$ cat src/logic/rgd_pkg.sv
// shared constants and types for the receiver gain and demodulator control
package rgd_pkg;

	// clock and timing
	localparam int REF_CLK_MHZ = 200;
	localparam int CAL_TIME_US = 200;
	localparam int CAL_CYCLES = CAL_TIME_US * REF_CLK_MHZ;
	localparam int MIN_WAIT_US = 25;
	localparam int MIN_WAIT_CYCLES = MIN_WAIT_US * REF_CLK_MHZ;

	// field widths
	localparam int IF_BW_W = 2;
	localparam int IF_DIV_W = 9;
	localparam int STRENGTH_W = 7;
	localparam int STRENGTH_MAX = 79;
	localparam int POST_BW_W = 10;
	localparam int FILT_W = 16;
	localparam int OVERSAMPLE = 32;

	// reset values of loop settings
	localparam logic [6:0] RAISE_LEVEL_RST = 7'h1e;
	localparam logic [6:0] REDUCE_LEVEL_RST = 7'h46;
	localparam logic [7:0] SETTLE_COUNT_RST = 8'h0a;

	// demodulator select codes
	localparam logic [1:0] DEMOD_LINEAR = 2'h0;
	localparam logic [1:0] DEMOD_CORREL = 2'h1;

	// offset clock divider codes: 4, 8, 16
	localparam logic [1:0] OFS_DIV4 = 2'h0;
	localparam logic [1:0] OFS_DIV8 = 2'h1;
	localparam logic [1:0] OFS_DIV16 = 2'h2;

	// front amp gain field codes (gain 30, 10, 3)
	localparam logic [1:0] FA_GAIN30 = 2'h3;
	localparam logic [1:0] FA_GAIN10 = 2'h2;
	localparam logic [1:0] FA_GAIN3 = 2'h1;

	// gain flag encodings
	localparam logic [1:0] FA_HIGH = 2'h3;
	localparam logic [1:0] FA_MED = 2'h2;
	localparam logic [1:0] FA_LOW = 2'h1;
	localparam logic [1:0] FA_XLOW = 2'h0;
	localparam logic [1:0] IF_HIGH = 2'h2;
	localparam logic [1:0] IF_MED = 2'h1;
	localparam logic [1:0] IF_LOW = 2'h0;

	// gain ladder index: 0 highest gain ... 5 lowest
	localparam logic [2:0] STEP_TOP = 3'h0;
	localparam logic [2:0] STEP_BOTTOM = 3'h5;

	// calibration sequencer states, gray along idle-run-done
	typedef enum logic [1:0] {
		RGD_CAL_IDLE = 2'b00,
		RGD_CAL_RUN = 2'b01,
		RGD_CAL_DONE = 2'b11
	} rgd_cal_e;

endpackage

$ cat src/logic/rgd_if.sv
// carrier between the main block and the clock recovery module
`timescale 1ns/1ps
interface rgd_cdr_if;
	logic ovs_tick;
	logic bit_in;
	logic bit_out;
	logic bit_valid;
	modport ctrl (output ovs_tick, output bit_in, input bit_out,
		input bit_valid);
	modport cdr (input ovs_tick, input bit_in, output bit_out,
		output bit_valid);
endinterface // rgd_cdr_if

$ cat src/logic/rgd_cdr.sv
// oversampled clock recovery pll for the sliced bit stream
`timescale 1ns/1ps
module rgd_cdr
	import rgd_pkg::*;
(
	input wire logic ref_clk,
	input wire logic reset_n,
	input wire logic clk_en,
	rgd_cdr_if.cdr link
);

	logic [4:0] phase_q;
	logic prev_q;
	logic bit_q;
	logic valid_q;

	////////////////////////////////////////////////////////////////////
	// phase counter nudged on each edge; a nudge of one tick per edge
	// covers a few percent of rate error at 32x oversampling
	always_ff @(posedge ref_clk or negedge reset_n) begin
		if (!reset_n) begin
			phase_q <= 5'h00;
			prev_q <= 1'b0;
		end else if (clk_en && link.ovs_tick) begin
			prev_q <= link.bit_in;
			if (link.bit_in != prev_q) begin
				if (phase_q < 5'h10)
					phase_q <= phase_q + 5'h02; // late edge: speed up
				else
					phase_q <= phase_q; // early edge: hold back
			end else begin
				phase_q <= phase_q + 5'h01;
			end
		end
	end

	// sample at mid bit, which is phase 15 after the edge
	always_ff @(posedge ref_clk or negedge reset_n) begin
		if (!reset_n) begin
			bit_q <= 1'b0;
			valid_q <= 1'b0;
		end else if (clk_en) begin
			valid_q <= 1'b0;
			if (link.ovs_tick && phase_q == 5'h0f) begin
				bit_q <= link.bit_in;
				valid_q <= 1'b1;
			end
		end
	end

	assign link.bit_out = bit_q;
	assign link.bit_valid = valid_q;

endmodule // rgd_cdr

$ cat src/logic/rgd_top.sv
// receiver gain loop, if filter calibration and demodulator control
`timescale 1ns/1ps

// What this block does
// - two-bit field selects if filter bandwidth, 100 to 200 kHz
// - calibration start runs filter calibration alone, done after 200 us
// - with gain loop off host sets if gain; on, device sets it
// - receiver mode from amp mode bit, amp gain and mixer linearity
// - seven-bit, 80-level strength code feeds readback and gain loop
// - above upper level step gain down, below lower level step up
// - levels and settle count programmable, defaults 30, 70, 10
// - offset clock is crystal divided by 4, 8 or 16
// - gain loop on after reset; host can switch it off
// - after each gain change wait settle count times sequencer divider
// - readback gives strength code and amp and if gain flags
// - amp flags 11,10,01,00; if flags 10,01,00
// - two-bit select picks correlator or linear demodulator
// - correlator compares plus and minus deviation correlator levels
// - second-order low-pass after discriminator, ten-bit bandwidth
// - correlator slicer threshold fixed at zero
// - recovery pll resamples at 32 times the data rate
// - select code 01 enables the correlator demodulator
// - select code 00 enables the linear demodulator
module rgd_top
	import rgd_pkg::*;
#(
	parameter int CAL_CYCLES_P = CAL_CYCLES,
	parameter int STRENGTH_W_P = STRENGTH_W
)(
	input wire logic ref_clk,
	input wire logic reset_n,
	input wire logic clk_en,
	input wire logic [IF_BW_W-1:0] if_bw_sel,
	input wire logic [IF_DIV_W-1:0] if_div,
	input wire logic cal_start,
	output logic cal_busy,
	output logic cal_done,
	output logic [IF_BW_W-1:0] if_bw_applied,
	input wire logic gain_loop_off,
	input wire logic [1:0] manual_if_gain,
	input wire logic front_amp_mode_bit,
	input wire logic [1:0] front_amp_gain_field,
	input wire logic mixer_linear_bit,
	output logic front_amp_mode_out,
	output logic mixer_linear_out,
	input wire logic [6:0] gain_raise_level,
	input wire logic [6:0] gain_reduce_level,
	input wire logic [7:0] gain_settle_count,
	input wire logic [7:0] sequencer_clock_divider,
	input wire logic [1:0] offset_clock_divider,
	output logic offset_clk,
	input wire logic [STRENGTH_W_P-1:0] strength_in,
	output logic [STRENGTH_W_P-1:0] strength_code_bits,
	output logic [1:0] front_amp_gain_flags,
	output logic [1:0] if_gain_flags,
	input wire logic [1:0] demod_sel,
	input wire logic [POST_BW_W-1:0] post_bw,
	input wire logic signed [FILT_W-1:0] corr_plus_level,
	input wire logic signed [FILT_W-1:0] corr_minus_level,
	input wire logic signed [FILT_W-1:0] linear_disc,
	input wire logic demod_tick,
	input wire logic [15:0] recovery_oversample_clock,
	output logic rx_bit,
	output logic rx_bit_valid,
	output logic correlator_on
);

	// clk_en low holds every register; pure decodes still follow inputs

	// ladder index to flags; used for readback and for output gain
	function automatic logic [3:0] step_flags(input logic [2:0] s);
		case (s)
			3'h0: step_flags = {FA_HIGH, IF_HIGH};
			3'h1: step_flags = {FA_MED, IF_HIGH};
			3'h2: step_flags = {FA_MED, IF_MED};
			3'h3: step_flags = {FA_MED, IF_LOW};
			3'h4: step_flags = {FA_LOW, IF_LOW};
			default: step_flags = {FA_XLOW, IF_LOW};
		endcase
	endfunction

	// manual front amp code to flag encoding
	function automatic logic [1:0] amp_flag(input logic [1:0] g);
		case (g)
			FA_GAIN30: amp_flag = FA_HIGH;
			FA_GAIN10: amp_flag = FA_MED;
			FA_GAIN3: amp_flag = FA_LOW;
			default: amp_flag = FA_XLOW;
		endcase
	endfunction

	////////////////////////////////////////////////////////////////////
	// if filter calibration sequencer

	rgd_cal_e cal_state_q;
	logic [31:0] cal_cnt_q;
	logic [IF_DIV_W-1:0] cal_div_q;

	// the divider is captured at start; the host must not touch the
	// device while running, so no retrigger is honoured
	// a start from done is honoured too, so a later recalibration
	// works, though one run after power-up is the normal use
	always_ff @(posedge ref_clk or negedge reset_n) begin
		if (!reset_n) begin
			cal_state_q <= RGD_CAL_IDLE;
			cal_cnt_q <= 32'h0;
			cal_div_q <= '0;
		end else if (clk_en) begin
			case (cal_state_q)
				RGD_CAL_IDLE, RGD_CAL_DONE: begin
					if (cal_start) begin
						cal_state_q <= RGD_CAL_RUN;
						cal_cnt_q <= 32'h0;
						cal_div_q <= if_div;
					end
				end
				RGD_CAL_RUN: begin
					if (cal_cnt_q == 32'(CAL_CYCLES_P - 1))
						cal_state_q <= RGD_CAL_DONE;
					else
						cal_cnt_q <= cal_cnt_q + 32'h1;
				end
				default: cal_state_q <= RGD_CAL_IDLE;
			endcase
		end
	end

	// flags decoded from state so they move in the same cycle as it
	assign cal_busy = (cal_state_q == RGD_CAL_RUN);
	assign cal_done = (cal_state_q == RGD_CAL_DONE);

	// bandwidth field applied to the filter when not calibrating
	// a change asked for during calibration waits until it ends
	always_ff @(posedge ref_clk or negedge reset_n) begin
		if (!reset_n)
			if_bw_applied <= '0;
		else if (clk_en && !cal_busy)
			if_bw_applied <= if_bw_sel;
	end

	////////////////////////////////////////////////////////////////////
	// offset correction clock divider

	logic [3:0] ofs_cnt_q;
	logic [3:0] ofs_half;

	// half period minus one; codes above 2 fall back to divide by 16
	always_comb begin
		case (offset_clock_divider)
			OFS_DIV4: ofs_half = 4'h1;
			OFS_DIV8: ofs_half = 4'h3;
			default: ofs_half = 4'h7;
		endcase
	end

	// toggles every half period, so output is crystal over 4, 8, 16
	always_ff @(posedge ref_clk or negedge reset_n) begin
		if (!reset_n) begin
			ofs_cnt_q <= 4'h0;
			offset_clk <= 1'b0;
		end else if (clk_en) begin
			if (ofs_cnt_q >= ofs_half) begin
				ofs_cnt_q <= 4'h0;
				offset_clk <= ~offset_clk;
			end else begin
				ofs_cnt_q <= ofs_cnt_q + 4'h1;
			end
		end
	end

	////////////////////////////////////////////////////////////////////
	// gain control loop

	// ladder index 0 is the most gain and 5 the least; one rung per
	// step, so a large jump costs one settle wait for every rung
	logic [2:0] step_q;
	logic [15:0] wait_q;
	logic settling;
	logic [15:0] wait_load;
	logic [3:0] ladder_flags;

	// settle wait in crystal periods; host keeps it at 25 us or more;
	// both factors are 8 bits, so the 16-bit product never wraps
	assign wait_load = 16'(gain_settle_count)
		* 16'(sequencer_clock_divider);
	assign settling = (wait_q != 16'h0);

	// one decode of the rung feeds both flag pairs
	assign ladder_flags = step_flags(step_q);

	// strength code straight into the loop, so no lag versus readback
	// switching the loop off drops any pending wait; the host owns gain
	always_ff @(posedge ref_clk or negedge reset_n) begin
		if (!reset_n) begin
			step_q <= STEP_TOP;
			wait_q <= 16'h0;
		end else if (clk_en) begin
			if (gain_loop_off) begin
				wait_q <= 16'h0;
			end else if (settling) begin
				wait_q <= wait_q - 16'h1;
			end else if (7'(strength_in) > gain_reduce_level) begin
				if (step_q != STEP_BOTTOM) begin
					step_q <= step_q + 3'h1;
					wait_q <= wait_load;
				end
			end else if (7'(strength_in) < gain_raise_level) begin
				if (step_q != STEP_TOP) begin
					step_q <= step_q - 3'h1;
					wait_q <= wait_load;
				end
			end
		end
	end

	// gain flags: loop picks both, or host picks them when loop is off
	// registered so readback and the front end always see one pair
	always_ff @(posedge ref_clk or negedge reset_n) begin
		if (!reset_n) begin
			front_amp_gain_flags <= FA_HIGH;
			if_gain_flags <= IF_HIGH;
		end else if (clk_en) begin
			if (gain_loop_off) begin
				front_amp_gain_flags <= amp_flag(front_amp_gain_field);
				if_gain_flags <= manual_if_gain;
			end else begin
				front_amp_gain_flags <= ladder_flags[3:2];
				if_gain_flags <= ladder_flags[1:0];
			end
		end
	end

	// receiver mode bits and strength readback
	// codes above 79 cannot come from an 80-level converter, so clamp
	always_ff @(posedge ref_clk or negedge reset_n) begin
		if (!reset_n) begin
			front_amp_mode_out <= 1'b0;
			mixer_linear_out <= 1'b0;
			strength_code_bits <= '0;
		end else if (clk_en) begin
			front_amp_mode_out <= front_amp_mode_bit;
			mixer_linear_out <= mixer_linear_bit;
			if (7'(strength_in) > 7'(STRENGTH_MAX))
				strength_code_bits <= STRENGTH_W_P'(STRENGTH_MAX);
			else
				strength_code_bits <= strength_in;
		end
	end

	////////////////////////////////////////////////////////////////////
	// demodulator, post filter and slicer

	// disc is the discriminator word, k the filter coefficient
	logic signed [FILT_W-1:0] disc;
	logic signed [FILT_W+9:0] s1_q;
	logic signed [FILT_W+9:0] s2_q;
	logic signed [FILT_W+9:0] k;
	logic signed [FILT_W-1:0] y1;
	logic signed [FILT_W-1:0] y2;
	logic signed [FILT_W-1:0] avg_q;
	logic slice_q;

	assign correlator_on = (demod_sel == DEMOD_CORREL);

	// correlator difference or linear discriminator
	always_comb begin
		if (demod_sel == DEMOD_CORREL)
			disc = corr_plus_level - corr_minus_level;
		else
			disc = linear_disc;
	end

	assign k = $signed({{FILT_W{1'b0}}, post_bw});
	assign y1 = s1_q[FILT_W+9:10];
	assign y2 = s2_q[FILT_W+9:10];

	// two cascaded one-pole sections give second order; states keep
	// ten fraction bits so narrow bandwidths do not stall on rounding
	// the code stays below 1024, so each section gains at most one per
	// tick and cannot ring
	always_ff @(posedge ref_clk or negedge reset_n) begin
		if (!reset_n) begin
			s1_q <= '0;
			s2_q <= '0;
		end else if (clk_en && demod_tick) begin
			s1_q <= s1_q + (FILT_W+10)'(k * (disc - y1));
			s2_q <= s2_q + (FILT_W+10)'(k * (y1 - y2));
		end
	end

	// slow average for the linear slicer; correlator uses zero
	always_ff @(posedge ref_clk or negedge reset_n) begin
		if (!reset_n) begin
			avg_q <= '0;
			slice_q <= 1'b0;
		end else if (clk_en && demod_tick) begin
			avg_q <= avg_q + ((y2 - avg_q) >>> 6);
			if (demod_sel == DEMOD_CORREL)
				slice_q <= (y2 > 0);
			else
				slice_q <= (y2 > avg_q);
		end
	end

	////////////////////////////////////////////////////////////////////
	// oversample tick and clock recovery

	logic [15:0] ovs_cnt_q;
	logic ovs_tick;
	rgd_cdr_if cdr_link();

	// tick period set by host to give 32 ticks per bit
	// a period lowered below the count restarts it at the next edge
	always_ff @(posedge ref_clk or negedge reset_n) begin
		if (!reset_n)
			ovs_cnt_q <= 16'h0;
		else if (clk_en) begin
			if (ovs_cnt_q >= recovery_oversample_clock)
				ovs_cnt_q <= 16'h0;
			else
				ovs_cnt_q <= ovs_cnt_q + 16'h1;
		end
	end

	assign ovs_tick = (ovs_cnt_q == 16'h0);
	assign cdr_link.ovs_tick = ovs_tick;
	assign cdr_link.bit_in = slice_q;

	// recovery sees the sliced stream and the oversample tick
	rgd_cdr u_cdr (
		.ref_clk(ref_clk),
		.reset_n(reset_n),
		.clk_en(clk_en),
		.link(cdr_link.cdr)
	);

	// recovered bit and its one-cycle strobe leave without more delay
	assign rx_bit = cdr_link.bit_out;
	assign rx_bit_valid = cdr_link.bit_valid;

endmodule // rgd_top

$ cat config.mk
export PLATFORM = sky130hd
export DESIGN_NAME = rgd_top
export DESIGN_NICKNAME = d
export VERILOG_FILES = /design/src/logic/rgd_pkg.sv /design/src/logic/rgd_if.sv /design/src/logic/rgd_cdr.sv /design/src/logic/rgd_top.sv
export SDC_FILE = /design/constraint.sdc
export NUM_CORES = 2
export LEC_CHECK = 0
export ABC_CLOCK_PERIOD_IN_PS = 9470
export CORE_MARGIN = 3
export CORE_UTILIZATION = 60
export DETAILED_ROUTE_END_ITERATION = 8
export DONT_BUFFER_PORTS = 1
export GPL_TIMING_DRIVEN = 0
export PLACE_DENSITY = 0.76
export SLEW_MARGIN = 20
export SYNTH_ARGS = -nofsm -noshare
export SYNTH_HDL_FRONTEND = slang
export SYNTH_SLANG_ARGS = --single-unit
$ cat constraint.sdc
create_clock -name ref_clk -period 9.47 [get_ports ref_clk]
set_clock_uncertainty 0.05 [all_clocks]
set_input_delay 0.947 -clock ref_clk [delete_from_list [all_inputs] [get_ports ref_clk]]
set_output_delay 0.947 -clock ref_clk [all_outputs]
set_load 0.01 [all_outputs]
---- After elaboration in Yosys (flattened, before gate mapping) ----
Index checks and enable logic that the tools add are counted.
storage, ports and cells
  input bits .............................. 138
  bits in registers ....................... 166
operators by class
  eq/ne operators ......................... 21
  reduce and logical (&&, ||, !) cells .... 24
  muxes and demuxes ....................... 29
  $lt $le $gt $ge ......................... 8
  multiply operators ...................... 3
  bitwise operators ....................... 3
  add/sub/neg operators ................... 15
operators by type and width
  kind                   count
  $mux 16                8
  $mux 32                2
  $pmux 32 s2            1
  $add 26x26->26         2
  $mul 11x17->26         2
  $sub 16x16->17         2
  $add 32x1->32 const B  1
  $eq 32x16->1 const B   1
  $sub 16x16->16         2
  $pmux 4 s5             1
  $add 16x1->16 const B  1
  $add 16x10->16         1
  $ge 16x16->1           1
  $gt 16x1->1 const B    1
  $gt 16x16->1           1
  $logic_not 16->1       1
  $mul 8x8->16           1
  $reduce_bool 16->1     1
  $sub 16x1->16 const B  1
  $mux 3                 4
  $mux 5                 2
  $eq 2x1->1 const B     4
  $mux 2                 4
  $reduce_and 4->1       2
  other kinds (38)       56

---- Depth between registers and ports, before layout ----
  depth after elaboration ................. 6
  depth in mapped cells ................... 38

---- By module ----
A second synthesis with hierarchy kept.
second synthesis, totals
  cells, all modules ...................... 3,122
  area, all modules ....................... 27,139.8 µm²
modules (own cells, without submodules)
  module   seq. area each (µm²)  times used  area each (µm²)  cells each
  rgd_top  3,957.5               1           26,675.6         3,083
  rgd_cdr  200.2                 1           464.2            39

---- Worst setup path before layout ----
Ideal clock, no wire load.
  kind .................................... in2reg
  from .................................... input port corr_plus_level[0]
  to ...................................... register s1_q[25]
  library setup time ...................... 0.125 ns
  data arrival time ....................... 9.186 ns
  path buffers ............................ 0
  data required time ...................... 9.295 ns
  stages .................................. 37
  path slack .............................. 0.109 ns
  cell sequence ........................... inv_1 ha_1 fa_1 nor2b_1 o21ai_0 a21boi_0 o21ai_0 a21oi_1 a41oi_1 a21boi_0 xnor2_1 o21ai_0 ha_1 nor3b_1 a21oi_1 o21ai_1 o31a_1 a21oi_1 nand2_1 fa_1 fa_1 inv_1 fa_1 fa_1 inv_1 fa_1 inv_1 ha_1 a21o_1 a21o_1 a21oi_1 nor2_1 a21oi_1 o31ai_4 o41a_2 xnor3_1 mux2_2
on the way
  longest elaborated chain between the ends .. 5
ends and longest elaborated chain
  element               line            RTL
  start, declared       rgd_top.sv:58   input wire logic signed [FILT_W-1:0] corr_plus_level,
  $sub 16x16->16        rgd_top.sv:268  disc = corr_plus_level - corr_minus_level;
  $mux 16               rgd_top.sv:267  if (demod_sel == DEMOD_CORREL)
  $sub 16x16->17        rgd_top.sv:286  s1_q <= s1_q + (FILT_W+10)'(k * (disc - y1));
  $mul 11x17->26        rgd_top.sv:286
  $add 26x26->26        rgd_top.sv:286
  end signal, assigned  rgd_top.sv:286
  end, declared         rgd_top.sv:255  logic signed [FILT_W+9:0] s1_q;
Every way passes these cells.
A chain may end at the register's enable or synchronous reset.

---- Worst setup path after layout ----
Ends and elaborated chain as after synthesis.

==> metrics.cfg <==
[min_path]
min_path_type=in -> async

[timing]
finalSetupViolations=0
rsz0062_at_grt=true
hold_viol_final=0
fmax_mhz=107.5
fin_crit_ns=9.299
fin_tns_setup_ns=0
tightest_slew_ns=1.215
slew_violations=0
fin_crit_sh_pct=98.19
slew_headroom_pct=19.02

[placement]
placed_cells=3708
portBuffers=0
place.gp.congestion=0.9479
dp_hpwl_um=53530

[die]
die_w_um=219.1
core_mm2=0.04451
dieHeight_um=219.1
io_pins=159
initial_utilization_pct=61.19
die-area_mm2=0.04799
row_count=77

[worst_setup_path]
critPathLaunchType=primary input
reg2reg_depth=28
max_stage_delay_ns=0.53
critPathKind=in -> reg
crit_top_cell=fa_1
worstPathArrival_ns=9.63
critPathCaptureType=flip-flop
crit_slowest_cell=fa_1
worst-endpoint-required_ns=9.80
crit_fanout=5

[drt]
drc_errors=0
wl_per_cell_um=17.77
drt-pass1-iter-count=5
routed_wl_um=66660
via_per_inst=5.755
dr_total_vias=21586
ant_nets=0
first_iter_violations=1445

[synth]
syn_area_mm2=0.02724
synth.top_cells.by_area=fa_1, dfrtp_1, ha_1
syn_nets=3914
synth_top_area_share_pct=27.64
synth_common_cells=inv_1, fa_1, nand2_1
ys_async_sr_fraction_pct=100.0
yosysUniqueCellTypes=86
yosys_warnings=0
synth_edf_count=0
synthCells=3116
synth_area_leader_cell=fa_1
ys_seq_area_share_pct=15.26
ys_seq_elements=166
avgSynthCellArea_um2=8.741
synth_most_common_cell=inv_1
ys.flop_type=dfrtp_1

[global_route]
grt_use_total_pct=29.08
grt_pass1_wl_um=111000
grt_pass1_vias=22644
antenna_found_initial=0
grt_max_degree=167
overflow=0

[finish]
area_delta_synth_final_pct=5.793
nets=3943
fin_cells=3751
fillers=3676
layout-drive-gt1-share_pct=3.958

[cts]
cts_buffers=17
cts-root-buf=clkbuf_16
cts_tree=done
clk_latency_ns=0.50
clkSlewWorstSetupHoldPaths_ns=0.08
cts.sinks=166
cts_buffer_depth=2
cts_max_level=4
ctsHoldBuffers=0

[flow_run]
drv_cap=0

[outcome]
status=finished clean

==> what timing repair did <==
action	in CTS	in global routing
buffers inserted	5	5
pin swaps	2	5
gates resized for setup	13	21
setup endpoints to repair	3	5
==> cells by family after synthesis <==
logic type / after synthesis / share of synthesized area, %
flip-flops: 166 / 15.26
adder cells (fa/ha/maj): 660 / 40.68
XOR/XNOR: 158 / 5.182
multiplexers: 31 / 1.240
buffers and inverters: 668 / 9.224
AND/OR/NAND/NOR: 963 / 17.47
AO/OA/AOI/OAI: 470 / 10.94
==> layer usage <==
metal  part of all wire (%)  global-route usage (%)
met3                    6.3                   5.276
met1                     40                   36.21
met5                      0                       0
met2                     50                   49.80
met4                    4.4                   12.55
==> final timing paths <==
check / start / endpoint / slack (ns)
max: corr_plus_level[0] / s1_q[25] / 0.17
max in group asynchronous: reset_n / if_gain_flags[1] / 8.90
max reg2reg: s2_q[11] / s2_q[18] / 1.22
min in group ref_clk: s1_q[5] / s1_q[5] / 0.43
min reg2reg: s1_q[5] / s1_q[5] / 0.43
min: reset_n / s2_q[7] / 0.11
==> cell usage in the layout (no fill, tap or decap), types with 17 or more instances in the layout <==
cell type / count
nor2_1: 149
nand3_1: 33
and3_1: 31
dfrtp_1: 163
a21o_1: 38
xnor2_1: 84
inv_1: 592
xor2_1: 65
o31ai_1: 22
fa_1: 376
nor3_1: 42
a21oi_1: 125
clkbuf_1: 71
o21ai_0: 141
mux2_2: 22
clkbuf_16: 17
and2_1: 162
nand2_1: 368
nor2b_1: 33
or3_1: 20
ha_1: 283
o21a_1: 21
nand2b_1: 26
nand4_1: 19
==> worst max-delay path: cells and delay by family <==
kind            cells  cell delay [ns]
compound gates     16             3.14
fa+ha+maj           9             3.81
simple gates        3             0.38
xor+xnor            2             0.47
mux                 1             0.26
buf+inv             7             0.61
==> metrics by stage <==
stage,utilization [%],cell area (um^2),hold WS (ns),setup slack (ns)
after global placement,62.86,27980,0.4107,-0.8703
final,64.74,28820,0.1072,0.1713
after detailed placement,62.86,27980,0.4198,-1.178
after global routing,64.73,28810,0.08529,-0.2388
after floorplan,-,27240,0.3965,0.1094
after CTS,64.38,28660,0.07586,0.01674
==> registers in the layout (all words and copies together), names as in the netlist, 2 cells and up <==
register,flops
cal_state_q,2
strength_code_bits,7
u_cdr.phase_q,5
ofs_cnt_q,4
s1_q,26
s2_q,26
wait_q,16
if_gain_flags,2
front_amp_gain_flags,2
ovs_cnt_q,16
step_q,3
if_bw_applied,2
avg_q,16
cal_cnt_q,32
==> area by class of cell <==
type,instances,area [um^2],share of cell area [%]
multi-input combinational,2282,20750,72.00
sequential,166,4158,14.43
inverter,593,2226,7.725
tap,592,740.7,2.571
clock buffer,19,432.9,1.502
buffer,75,286.5,0.9944
clock inverter,13,147.6,0.5124
timing repair buffer,10,75.07,0.2605
antenna,1,2.502,0.008684
Power is left out: the tool's default activity adds up to more than one toggle a clock period on the data nets, which glitch-free logic cannot reach.
